<file path="config.mk">
export PLATFORM = sky130hd
export DESIGN_NAME = pd_role_swap_task_handler
export DESIGN_NICKNAME = d
export VERILOG_FILES = /design/src/logic/pd_swap_pkg.sv /design/src/logic/pd_swap_timer_if.sv /design/src/logic/pd_role_swap_task_handler.sv /design/src/logic/pd_swap_timer.sv
export VERILOG_INCLUDE_DIRS = /design/src /design/src/logic
export SDC_FILE = /design/constraint.sdc
export NUM_CORES = 1
export LEC_CHECK = 0
export BUFFER_PORTS_ARGS = -buffer_cell sky130_fd_sc_hd__buf_4
export CORE_MARGIN = 2
export CORE_UTILIZATION = 40
export CTS_BUF_LIST = sky130_fd_sc_hd__clkbuf_16
export DETAILED_ROUTE_END_ITERATION = 10
export PLACE_DENSITY = 0.66
export REMOVE_ABC_BUFFERS = 1
export SETUP_SLACK_MARGIN = 0.5
export SLEW_MARGIN = 20
export SYNTH_ARGS = -nofsm -noshare
export SYNTH_HDL_FRONTEND = slang
export SYNTH_SLANG_ARGS = --single-unit
</file>
<file path="constraint.sdc">
create_clock -name sys_clk_i -period 12 [get_ports sys_clk_i]
set_input_delay 1.2 -clock sys_clk_i [delete_from_list [all_inputs] [get_ports sys_clk_i]]
set_output_delay 1.2 -clock sys_clk_i [all_outputs]
set_load 0.1 [all_outputs]
</file>
<file path="src/logic/pd_swap_defines.svh">
// constants for the role swap task handler: return codes, message codes,
// and timing figures. assumes nothing beyond a SystemVerilog compiler.
`ifndef PD_SWAP_DEFINES_SVH
`define PD_SWAP_DEFINES_SVH

// ============================================================
// task return codes, first byte of the output data
`define RC_SUCCESS 8'h00
`define RC_TIMED_OUT 8'h01
`define RC_REJECTED 8'h03

// ============================================================
// task select codes
`define TASK_SEL_UPSTREAM 1'b0
`define TASK_SEL_VCONN 1'b1

// ============================================================
// message codes towards and from the protocol layer
`define MSG_DR_SWAP 3'h1
`define MSG_VCONN_SWAP 3'h2
`define MSG_PS_RDY 3'h3
`define MSG_ACCEPT 3'h4
`define MSG_REJECT 3'h5
`define MSG_WAIT 3'h6

// ============================================================
// timing
`define SWAP_TIMEOUT_US 30000
`define WAIT_RETRY_US 100000
`define CLK_MHZ 100
`define SWAP_TIMEOUT_CYC (`SWAP_TIMEOUT_US * `CLK_MHZ)
`define WAIT_RETRY_CYC (`WAIT_RETRY_US * `CLK_MHZ)

`endif

</file>
<file path="src/logic/pd_swap_pkg.sv">
// types shared by the role swap task handler and its bench.
// assumes pd_swap_defines.svh is on the include path.
`default_nettype none

package pd_swap_pkg;
  typedef logic [7:0] ret_code_type;
  typedef logic [2:0] msg_type;

  typedef enum logic [2:0] {
    ST_IDLE = 3'h0,
    ST_WAIT_PE = 3'h1,
    ST_EXIT_ALT = 3'h3,
    ST_SEND = 3'h2,
    ST_WAIT_RESP = 3'h6,
    ST_FINISH = 3'h7,
    ST_SEND_RDY = 3'h5,
    ST_DONE = 3'h4
  } swap_state_type;
endpackage : pd_swap_pkg

`default_nettype wire

</file>
<file path="src/logic/pd_swap_timer_if.sv">
// carrier between the task sequencer and its timer.
// assumes one clock shared by both ends.
`default_nettype none

interface pd_swap_timer_if;
  logic start;
  logic stop;
  logic [31:0] limit;
  logic expired;

  modport ctl (output start, output stop, output limit, input expired);
  modport tmr (input start, input stop, input limit, output expired);
endinterface : pd_swap_timer_if

`default_nettype wire

</file>
<file path="src/logic/pd_role_swap_task_handler.sv">
// sequencer for the two host role swap tasks: data role to upstream and
// supply connector provider swap. talks to the protocol layer through a
// request/done message port and to the host through a start pulse.
// assumes the protocol layer handles GoodCRC and reports each received
// message as a one-cycle rx_valid_i pulse.
//
// Behaviour
// upstream task tries a data role swap at first policy-allowed chance.
// active alternate modes as downstream are exited before the swap.
// report rejected if partner lacks role swap support or rejects.
// report success if already upstream or swap accepted and finished.
// upstream task completes when the swap ends, fails or is impossible.
// partner Wait answers keep the upstream task running, retried later.
// after success the data role is upstream and role outputs follow.
// a swap failing after Accept may raise soft or hard reset.
// provider swap task tries a swap at first policy-allowed chance.
// provider swap task reports rejected when partner rejects.
// provider swap reports timed-out when accepted but unfinished in time.
// provider swap reports success only when accepted and finished.
// provider task completes on finish or failure, keeps running on Wait.
// after success the provider role is exchanged and outputs follow.
// a provider swap failing after Accept may raise soft or hard reset.
// tasks take no input; output byte one holds the return code.
`default_nettype none
`include "pd_swap_defines.svh"

module pd_role_swap_task_handler #(
  parameter int unsigned SWAP_TIMEOUT_CYC = `SWAP_TIMEOUT_CYC,
  parameter int unsigned WAIT_RETRY_CYC = `WAIT_RETRY_CYC
) (
  input wire logic sys_clk_i,
  input wire logic nrst_i,
  input wire logic task_start_i,
  input wire logic task_sel_i,
  input wire logic pe_ready_i,
  input wire logic partner_drs_ok_i,
  input wire logic alt_mode_active_i,
  input wire logic alt_exit_done_i,
  input wire logic tx_done_i,
  input wire logic tx_fail_i,
  input wire logic rx_valid_i,
  input wire pd_swap_pkg::msg_type rx_msg_i,
  output logic task_busy_o,
  output logic task_done_o,
  output pd_swap_pkg::ret_code_type task_data_buffer_o,
  output logic tx_req_o,
  output pd_swap_pkg::msg_type tx_msg_o,
  output logic alt_exit_req_o,
  output logic soft_reset_req_o,
  output logic data_role_ufp_o,
  output logic vconn_provider_o
);
  import pd_swap_pkg::*;

  pd_swap_timer_if tim ();

  pd_swap_timer u_timer (
    .sys_clk_i(sys_clk_i),
    .nrst_i(nrst_i),
    .tim(tim)
  );

  swap_state_type state;
  swap_state_type next_state;
  logic is_vconn;
  logic next_is_vconn;
  logic accepted;
  logic next_accepted;
  logic next_busy;
  logic next_done;
  ret_code_type next_rc;
  logic next_tx_req;
  msg_type next_tx_msg;
  logic next_alt_req;
  logic next_soft_rst;
  logic next_ufp;
  logic next_vconn;
  logic next_tim_start;
  logic next_tim_stop;
  logic [31:0] next_limit;
  logic tim_start;
  logic tim_stop;
  logic [31:0] tim_limit;

  assign tim.start = tim_start;
  assign tim.stop = tim_stop;
  assign tim.limit = tim_limit;

  // ============================================================
  // task sequencer
  always_comb begin
    next_state = state;
    next_is_vconn = is_vconn;
    next_accepted = accepted;
    next_busy = task_busy_o;
    next_done = 1'b0;
    next_rc = task_data_buffer_o;
    next_tx_req = tx_req_o;
    next_tx_msg = tx_msg_o;
    next_alt_req = alt_exit_req_o;
    next_soft_rst = 1'b0;
    next_ufp = data_role_ufp_o;
    next_vconn = vconn_provider_o;
    next_tim_start = 1'b0;
    next_tim_stop = 1'b0;
    next_limit = tim_limit;
    case (state)
      ST_IDLE: begin
        // no input bytes are read for either task
        if (task_start_i) begin
          next_busy = 1'b1;
          next_is_vconn = task_sel_i;
          next_accepted = 1'b0;
          if (task_sel_i == `TASK_SEL_UPSTREAM && data_role_ufp_o) begin
            next_rc = `RC_SUCCESS;
            next_state = ST_DONE;
          end else if (task_sel_i == `TASK_SEL_UPSTREAM &&
                       !partner_drs_ok_i) begin
            next_rc = `RC_REJECTED;
            next_state = ST_DONE;
          end else begin
            next_state = ST_WAIT_PE;
          end
        end
      end
      ST_WAIT_PE: begin
        // also waits out the retry delay after a partner Wait
        if (pe_ready_i && !tim.expired && !tim_start &&
            tim_limit != WAIT_RETRY_CYC[31:0]) begin
          if (!is_vconn && alt_mode_active_i) begin
            next_alt_req = 1'b1;
            next_state = ST_EXIT_ALT;
          end else begin
            next_tx_req = 1'b1;
            next_tx_msg = is_vconn ? `MSG_VCONN_SWAP : `MSG_DR_SWAP;
            next_state = ST_SEND;
          end
        end else if (tim.expired) begin
          next_tim_stop = 1'b1;
          next_limit = 32'h0000_0000;
        end
      end
      ST_EXIT_ALT: begin
        if (alt_exit_done_i) begin
          next_alt_req = 1'b0;
          next_tx_req = 1'b1;
          next_tx_msg = `MSG_DR_SWAP;
          next_state = ST_SEND;
        end
      end
      ST_SEND: begin
        if (tx_done_i) begin
          next_tx_req = 1'b0;
          next_tim_start = 1'b1;
          next_limit = SWAP_TIMEOUT_CYC[31:0];
          next_state = ST_WAIT_RESP;
        end else if (tx_fail_i) begin
          next_tx_req = 1'b0;
          next_rc = `RC_TIMED_OUT;
          next_state = ST_DONE;
        end
      end
      ST_WAIT_RESP: begin
        if (rx_valid_i && rx_msg_i == `MSG_ACCEPT) begin
          next_accepted = 1'b1;
          if (!is_vconn) begin
            // data role swap counts as done at Accept: no reset
            next_ufp = 1'b1;
            next_tim_stop = 1'b1;
            next_rc = `RC_SUCCESS;
            next_state = ST_DONE;
          end else if (vconn_provider_o) begin
            next_tim_start = 1'b1; // partner turns on, then says ready
            next_state = ST_FINISH;
          end else begin
            next_vconn = 1'b1;
            next_tx_req = 1'b1;
            next_tx_msg = `MSG_PS_RDY;
            next_state = ST_SEND_RDY;
          end
        end else if (rx_valid_i && rx_msg_i == `MSG_REJECT) begin
          next_tim_stop = 1'b1;
          next_rc = `RC_REJECTED;
          next_state = ST_DONE;
        end else if (rx_valid_i && rx_msg_i == `MSG_WAIT) begin
          next_tim_start = 1'b1;
          next_limit = WAIT_RETRY_CYC[31:0];
          next_state = ST_WAIT_PE;
        end else if (tim.expired) begin
          next_tim_stop = 1'b1;
          next_rc = `RC_TIMED_OUT;
          next_state = ST_DONE;
        end
      end
      ST_FINISH: begin
        if (rx_valid_i && rx_msg_i == `MSG_PS_RDY) begin
          next_vconn = 1'b0;
          next_tim_stop = 1'b1;
          next_rc = `RC_SUCCESS;
          next_state = ST_DONE;
        end else if (tim.expired) begin
          next_tim_stop = 1'b1;
          next_rc = `RC_TIMED_OUT;
          // only a failure after Accept may ask for a reset
          next_soft_rst = accepted;
          next_state = ST_DONE;
        end
      end
      ST_SEND_RDY: begin
        if (tx_done_i) begin
          next_tx_req = 1'b0;
          next_tim_stop = 1'b1;
          next_rc = `RC_SUCCESS;
          next_state = ST_DONE;
        end else if (tx_fail_i || tim.expired) begin
          next_tx_req = 1'b0;
          next_tim_stop = 1'b1;
          next_rc = `RC_TIMED_OUT;
          next_soft_rst = accepted;
          next_state = ST_DONE;
        end
      end
      ST_DONE: begin
        next_busy = 1'b0;
        next_done = 1'b1;
        next_limit = 32'h0000_0000;
        next_state = ST_IDLE;
      end
      default: begin
        next_state = ST_IDLE;
      end
    endcase
  end

  always_ff @(posedge sys_clk_i or negedge nrst_i) begin
    if (!nrst_i) begin
      state <= ST_IDLE;
      is_vconn <= 1'b0;
      accepted <= 1'b0;
      task_busy_o <= 1'b0;
      task_done_o <= 1'b0;
      task_data_buffer_o <= `RC_SUCCESS;
      tx_req_o <= 1'b0;
      tx_msg_o <= `MSG_DR_SWAP;
      alt_exit_req_o <= 1'b0;
      soft_reset_req_o <= 1'b0;
      data_role_ufp_o <= 1'b0;
      vconn_provider_o <= 1'b0;
      tim_start <= 1'b0;
      tim_stop <= 1'b0;
      tim_limit <= 32'h0000_0000;
    end else begin
      state <= next_state;
      is_vconn <= next_is_vconn;
      accepted <= next_accepted;
      task_busy_o <= next_busy;
      task_done_o <= next_done;
      task_data_buffer_o <= next_rc;
      tx_req_o <= next_tx_req;
      tx_msg_o <= next_tx_msg;
      alt_exit_req_o <= next_alt_req;
      soft_reset_req_o <= next_soft_rst;
      data_role_ufp_o <= next_ufp;
      vconn_provider_o <= next_vconn;
      tim_start <= next_tim_start;
      tim_stop <= next_tim_stop;
      tim_limit <= next_limit;
    end
  end
endmodule : pd_role_swap_task_handler

`default_nettype wire

</file>
<file path="src/logic/pd_swap_timer.sv">
// one-shot cycle timer: start loads and arms, stop disarms, expired is a
// level that stands until the next start or stop.
// assumes start and stop are single-cycle pulses from the sequencer.
`default_nettype none

module pd_swap_timer (
  input wire logic sys_clk_i,
  input wire logic nrst_i,
  pd_swap_timer_if.tmr tim
);
  logic [31:0] count;
  logic armed;
  logic expired_q;
  logic [31:0] next_count;
  logic next_armed;
  logic next_expired;

  // ============================================================
  // counter
  always_comb begin
    next_count = count;
    next_armed = armed;
    next_expired = expired_q;
    if (tim.start) begin
      next_count = 32'h0000_0000;
      next_armed = 1'b1;
      next_expired = 1'b0;
    end else if (tim.stop) begin
      next_armed = 1'b0;
      next_expired = 1'b0;
    end else if (armed) begin
      if (count + 32'h0000_0001 >= tim.limit) begin
        next_armed = 1'b0;
        next_expired = 1'b1;
      end else begin
        next_count = count + 32'h0000_0001;
      end
    end
  end

  always_ff @(posedge sys_clk_i or negedge nrst_i) begin
    if (!nrst_i) begin
      count <= 32'h0000_0000;
      armed <= 1'b0;
      expired_q <= 1'b0;
    end else begin
      count <= next_count;
      armed <= next_armed;
      expired_q <= next_expired;
    end
  end

  assign tim.expired = expired_q;
endmodule : pd_swap_timer

`default_nettype wire

</file>
; Word level (Yosys, flattened, before mapping)
; Cells that the tools add are included.
[op_classes]
addsub = 1
multipliers = 0
div_mod_pow = 0
n_lt_le_gt_ge = 1
eq_ne = 36
shifts = 0
mux = 106
bitwise_logic = 2
reduce_logical = 40
[op_table]
columns = cell, count
row1 = 2-to-1 mux 32 bit, 10
row2 = one-hot mux 32 bit (4 select lines), 1
row3 = 2-to-1 mux 8 bit, 13
row4 = 2-to-1 mux 3 bit, 20
row5 = 2-to-1 mux 1 bit, 48
row6 = one-hot mux 8 bit (5 select lines), 1
row7 = != test 2 bit (second input constant), 18
row8 = adder 32 x 1 -> 32 bit (second input constant), 1
row9 = greater-or-equal comparator 32 bit, 1
row10 = != test 32 x 24 -> 1 bit (second input constant), 1
row11 = one-hot mux 3 bit (8 select lines), 1
row12 = == test 3 bit (second input constant), 7
row13 = AND reduction 7 bit, 2
row14 = != test 3 bit (second input constant), 4
row15 = one-hot mux 1 bit (2 select lines), 6
row16 = logical AND 1 bit, 10
row17 = nonzero test 2 bit, 5
row18 = nonzero test 5 bit, 2
row19 = == test 3 x 2 -> 1 bit (second input constant), 3
row20 = one-hot mux 3 bit (3 select lines), 1
row21 = AND reduction 3 bit, 3
row22 = AND reduction 9 bit, 1
row23 = nonzero test 3 bit, 3
row24 = AND reduction 4 bit, 2
row25 = 14 further kinds, 22
[totals]
regBits = 91
latch_bits = 0
ramBits = 0
rom_bits = 0
in_bits = 14
word_cells = 204
memories = 0

; Longest topological paths before layout
[depth]
word_depth = 6
depth_mapped = 17
depth_no_buf = 15

; Modules after synthesis
; Synthesis repeated with hierarchy kept, for this count alone.
[hier_totals]
cells_unflattened = 524
hier_area_um2 = 4600.7
[modules_own_cells]
columns = mod, instances, cells_per_inst, area_per_inst_um2, seq_area_each_um2
row1 = pd_swap_timer, 1, 349, 3015.4, 850.8
row2 = pd_role_swap_task_handler, 1, 175, 1585.3, 676.9

; Worst setup path before layout
; OpenSTA, ideal clock, no wires.
[synth_path]
path_type = reg-to-reg
start = reg u_timer.count[0]
end = reg u_timer.count[17]
setup_ns = 0.078
arrival_ns = 3.660
slack_ns = 8.262
path_stages_with_launch = 16
n_path_buf = 1
period_less_slack_ns = 3.738
cell_sequence = dfrtp_1 -> ha_1 -> nand3_1 -> nor2_1 -> nand3_1 -> or2_2 -> xnor2_1 -> ha_1 -> or3_1 -> nor4_1 -> a221oi_1 -> a211oi_1 -> o2111ai_1 -> buf_2 -> or4_1 -> a21oi_1
[synth_between]
elab_chain_len = 5
[synth_rtl]
columns = element, line
row1 = from (decl), pd_swap_timer.sv:11  ; logic [31:0] count;
row2 = from (signal assigned), pd_swap_timer.sv:47  ; count <= next_count;
row3 = adder 32 x 1 -> 32 bit *, "pd_swap_timer.sv:32, pd_swap_timer.sv:36"
row4 = "parallel branches: the longest is 4 deep, another holds greater-or-equal comparator 32 bit", -
; Every way passes the cells marked *. The select of a mux whose other input is x is not followed.
; A chain may end at the register's enable or synchronous reset.

; Final worst setup path
; Ends and elaborated chain as after synthesis.

==> results.md <==
- CP max-delay cell: or4_1
- Layout area overhead: 15.1%
- Max cap viols: 0
- Global-route wire length before repair: 16500 µm
- Status: finished clean
- Post-synth top cells: 60 x dfrtp_1, 44 x a21oi_1, 37 x o21ai_0, 35 x nor2_1, 34 x nand2_1
- Initial DRT Pass Iterations: 4
- Vias/cell: 5.84
- Setup TNS: 0 ps
- Drt wl/cell: 15.5 µm
- Die X-Extent: 103 µm
- Max Clock Skew: 3.39 ps
- Die Area: 0.0106 mm²
- Pwr dens: 207 mW/mm²
- Yosys top cell by area: dfrtp_1
- Min cycle time layout: 4750 ps
- Async SR Flop Fraction: 100%
- Sink Count: 61
- PortBufs: 30
- Cell Count Post-Placement: 605
- Worst reg-to-reg setup slack: 7250 ps
- Clk_lat worst skew: 330 ps
- Antenna diodes: 0
- TritonCTS clock tree: yes
- GPL Wtd Cong: 0.852
- Area after DPL: 0.00424 mm²
- Final Hold Viols: 0
- Largest net degree at the start of global routing: 62
- Remaining antenna violation count: 0
- CP Class: reg -> reg
- Vias in the first global route: 3494
- Number of remaining DRC errors: 0
- Count leader, synth: dfrtp_1
- Synth Instances: 462
- Reg2reg path depth: 15
- Core area: 0.00964 mm²
- Tot GR Track Use: 19.6%
- Slew margin rel.: 36.9%
- Switching portion of total power: 46.1%
- Cell count of the worst hold path: 1
- Critical Path End Type: flip-flop
- Max Fanout on Critical Path: 33
- Fin. max-slew vios: 0
- CTS resizes: 0
- Switch Pwr: 431 µW
- Fin nets: 511
- Share of layout cells above drive strength 1: 11.7%
- Synth top area share: 38.3%
- H-tree Lvls: 3
- Worst setup SP type: flip-flop
- Final non-filler cell total: 621
- Mapped Avg Cell Area: 8.50 µm²
- Initial antenna violation count: 0
- Int Power: 503 µW
- # rows: 36
- Initial DRC Count: 176
- Worst EP required: 12240 ps
- Mapped Area: 0.00393 mm²
- Pleak: 0.00190 µW
- Clock Path Buffers: 2
- Comb power frac: 41.8%
- Max stage delay on crit path: 490 ps
- Starting density of the core: 40.7%
- Post-CTS setup buffers: 0
- # setup viols final: 0
- Detailed-route wire length: 9610 µm
- Sequential fraction of the synthesis area: 38.9%
- Design Area, Final: 0.00452 mm²
- Critical Path, Cell by Cell: ha_1 > nand3_1 > nor2_1 > nand3_1 > or2_2 > xnor2_1 > ha_1 > or3_1 > nor4_1 > a221oi_1 > a211oi_1 > o2111ai_2 > buf_4 > or4_1 > a21oi_1
- Sequential share of power: 32.7%
- Maximum operating frequency: 211 MHz
- Distinct cells, synth: 58
- Total number of vias: 3624
- Worst Tran Pin Value: 946 ps
- CTS Hold Bufs: 0
- Remaining Overflow, GRT: 0
- Peak supply drop: 0.206 mV
- Clock-pin slew on the worst setup and hold paths: 60 ps
- Hold WC Path Type: reg -> reg
- Tcrit/Tclk final: 39.5%
- Clock share of power: 25.5%
- Number of synthesized flops with an enable pin: 0
- CP Data Arrival Time: 4980 ps
- DPL Wire Length: 6630 µm
- RSZ-0062 raised after global routing: false
- Chip height: 103 µm
- Number of top-level pins: 32
- Synth area leaders: dfrtp_1 38%, a21oi_1 5.6%, o21ai_0 4.7%
- CTS buffer count: 9
- Root buffer cell: clkbuf_16
- Synth Flop Type: dfrtp_1
- Synthesis-stage register bit count: 61
- Number of synthesis warnings: 0
==> worst max-delay path: cells and delay by family (launching register included) <==
family	cells	cell delay, ps
simple gates	7	2220
compound gates	4	1060
fa+ha+maj	2	450
flops	1	420
buf+inv	1	350
xor+xnor	1	140
==> state kept, by name (all words and copies together) (netlist names), 2 cells and up <==
register            count
state                   3
task_data_buffer_o      8
tim.limit               3
tx_msg_o                2
u_timer.count          32
==> placed cells by master (no fill, tap or decap), drive strengths merged, types with 17 or more instances in the layout <==
cell	count
nor2	35
nand2	34
dfrtp	60
buf	31
or3	24
a21oi	45
inv	17
nand3	17
nor3	18
o21ai	37
==> per-layer routing <==
layer	wire length, µm	vias to the layer above	track usage (%)
met5	0	-	0
met4	246	0	8.10
met3	470	24	4.14
met2	4670	101	32.2
met1	4220	1751	25.1
li1	-	1748	-
==> cell type report <==
class	instances	area, µm²
Clock inverter	7	50.0
Timing Repair Buffer	31	233
Inverter	15	56.3
Multi-Input combinational cell	365	2260
Fill cell	967	5120
Sequential cell	61	1530
Tap cell	133	166
Clock buffer	9	225
==> kinds of logic (layout without fill, tap and decap cells) <==
group           after synthesis  count (layout)  share of synthesized area (%)
buf+inv                      36              62                           3.67
compound gates              132             132                           20.6
flops                        61              61                           38.9
xor+xnor                     19              19                           4.24
fa+ha+maj                    14              14                           4.46
mux                           4               4                           1.02
other cells                   1               1                         0.0955
simple gates                195             195                           27.0
==> worst paths after layout <==
check,from,to
setup reg to reg,u_timer.count[0],u_timer.count[17]
min in group asynchronous,nrst_i,u_timer.count[12]
setup / recovery,u_timer.count[0],u_timer.count[17]
max in group asynchronous,nrst_i,u_timer.count[27]
hold reg to reg,tim.stop,u_timer.tim.expired
hold / removal,tim.stop,u_timer.tim.expired
==> metrics by stage <==
stage               total power (µW)  hold slack, ps  utilization (%)  setup WS (ps)
floorplan                        586             409                -           7460
detailed placement               696             431             44.0           7330
global placement                 686             420             44.0           7550
global route                    1000             464             46.9           6800
finish                           934             441             46.9           7250
CTS                              942             440             46.9           7270
==> power by group through the flow <==
| stage | registers [µW] | clock network, µW | logic [µW] |
|---|---|---|---|
| 5_1_grt | 313 | 255 | 434 |
| 2_1_floorplan | 385 | 0 | 201 |
| 4_1_cts | 304 | 246 | 392 |
| 3_5_place_dp | 307 | 0 | 390 |
| 6_report | 305 | 238 | 391 |
| 3_3_place_gp | 306 | 0 | 380 |
(Power assumes the default switching activity.)
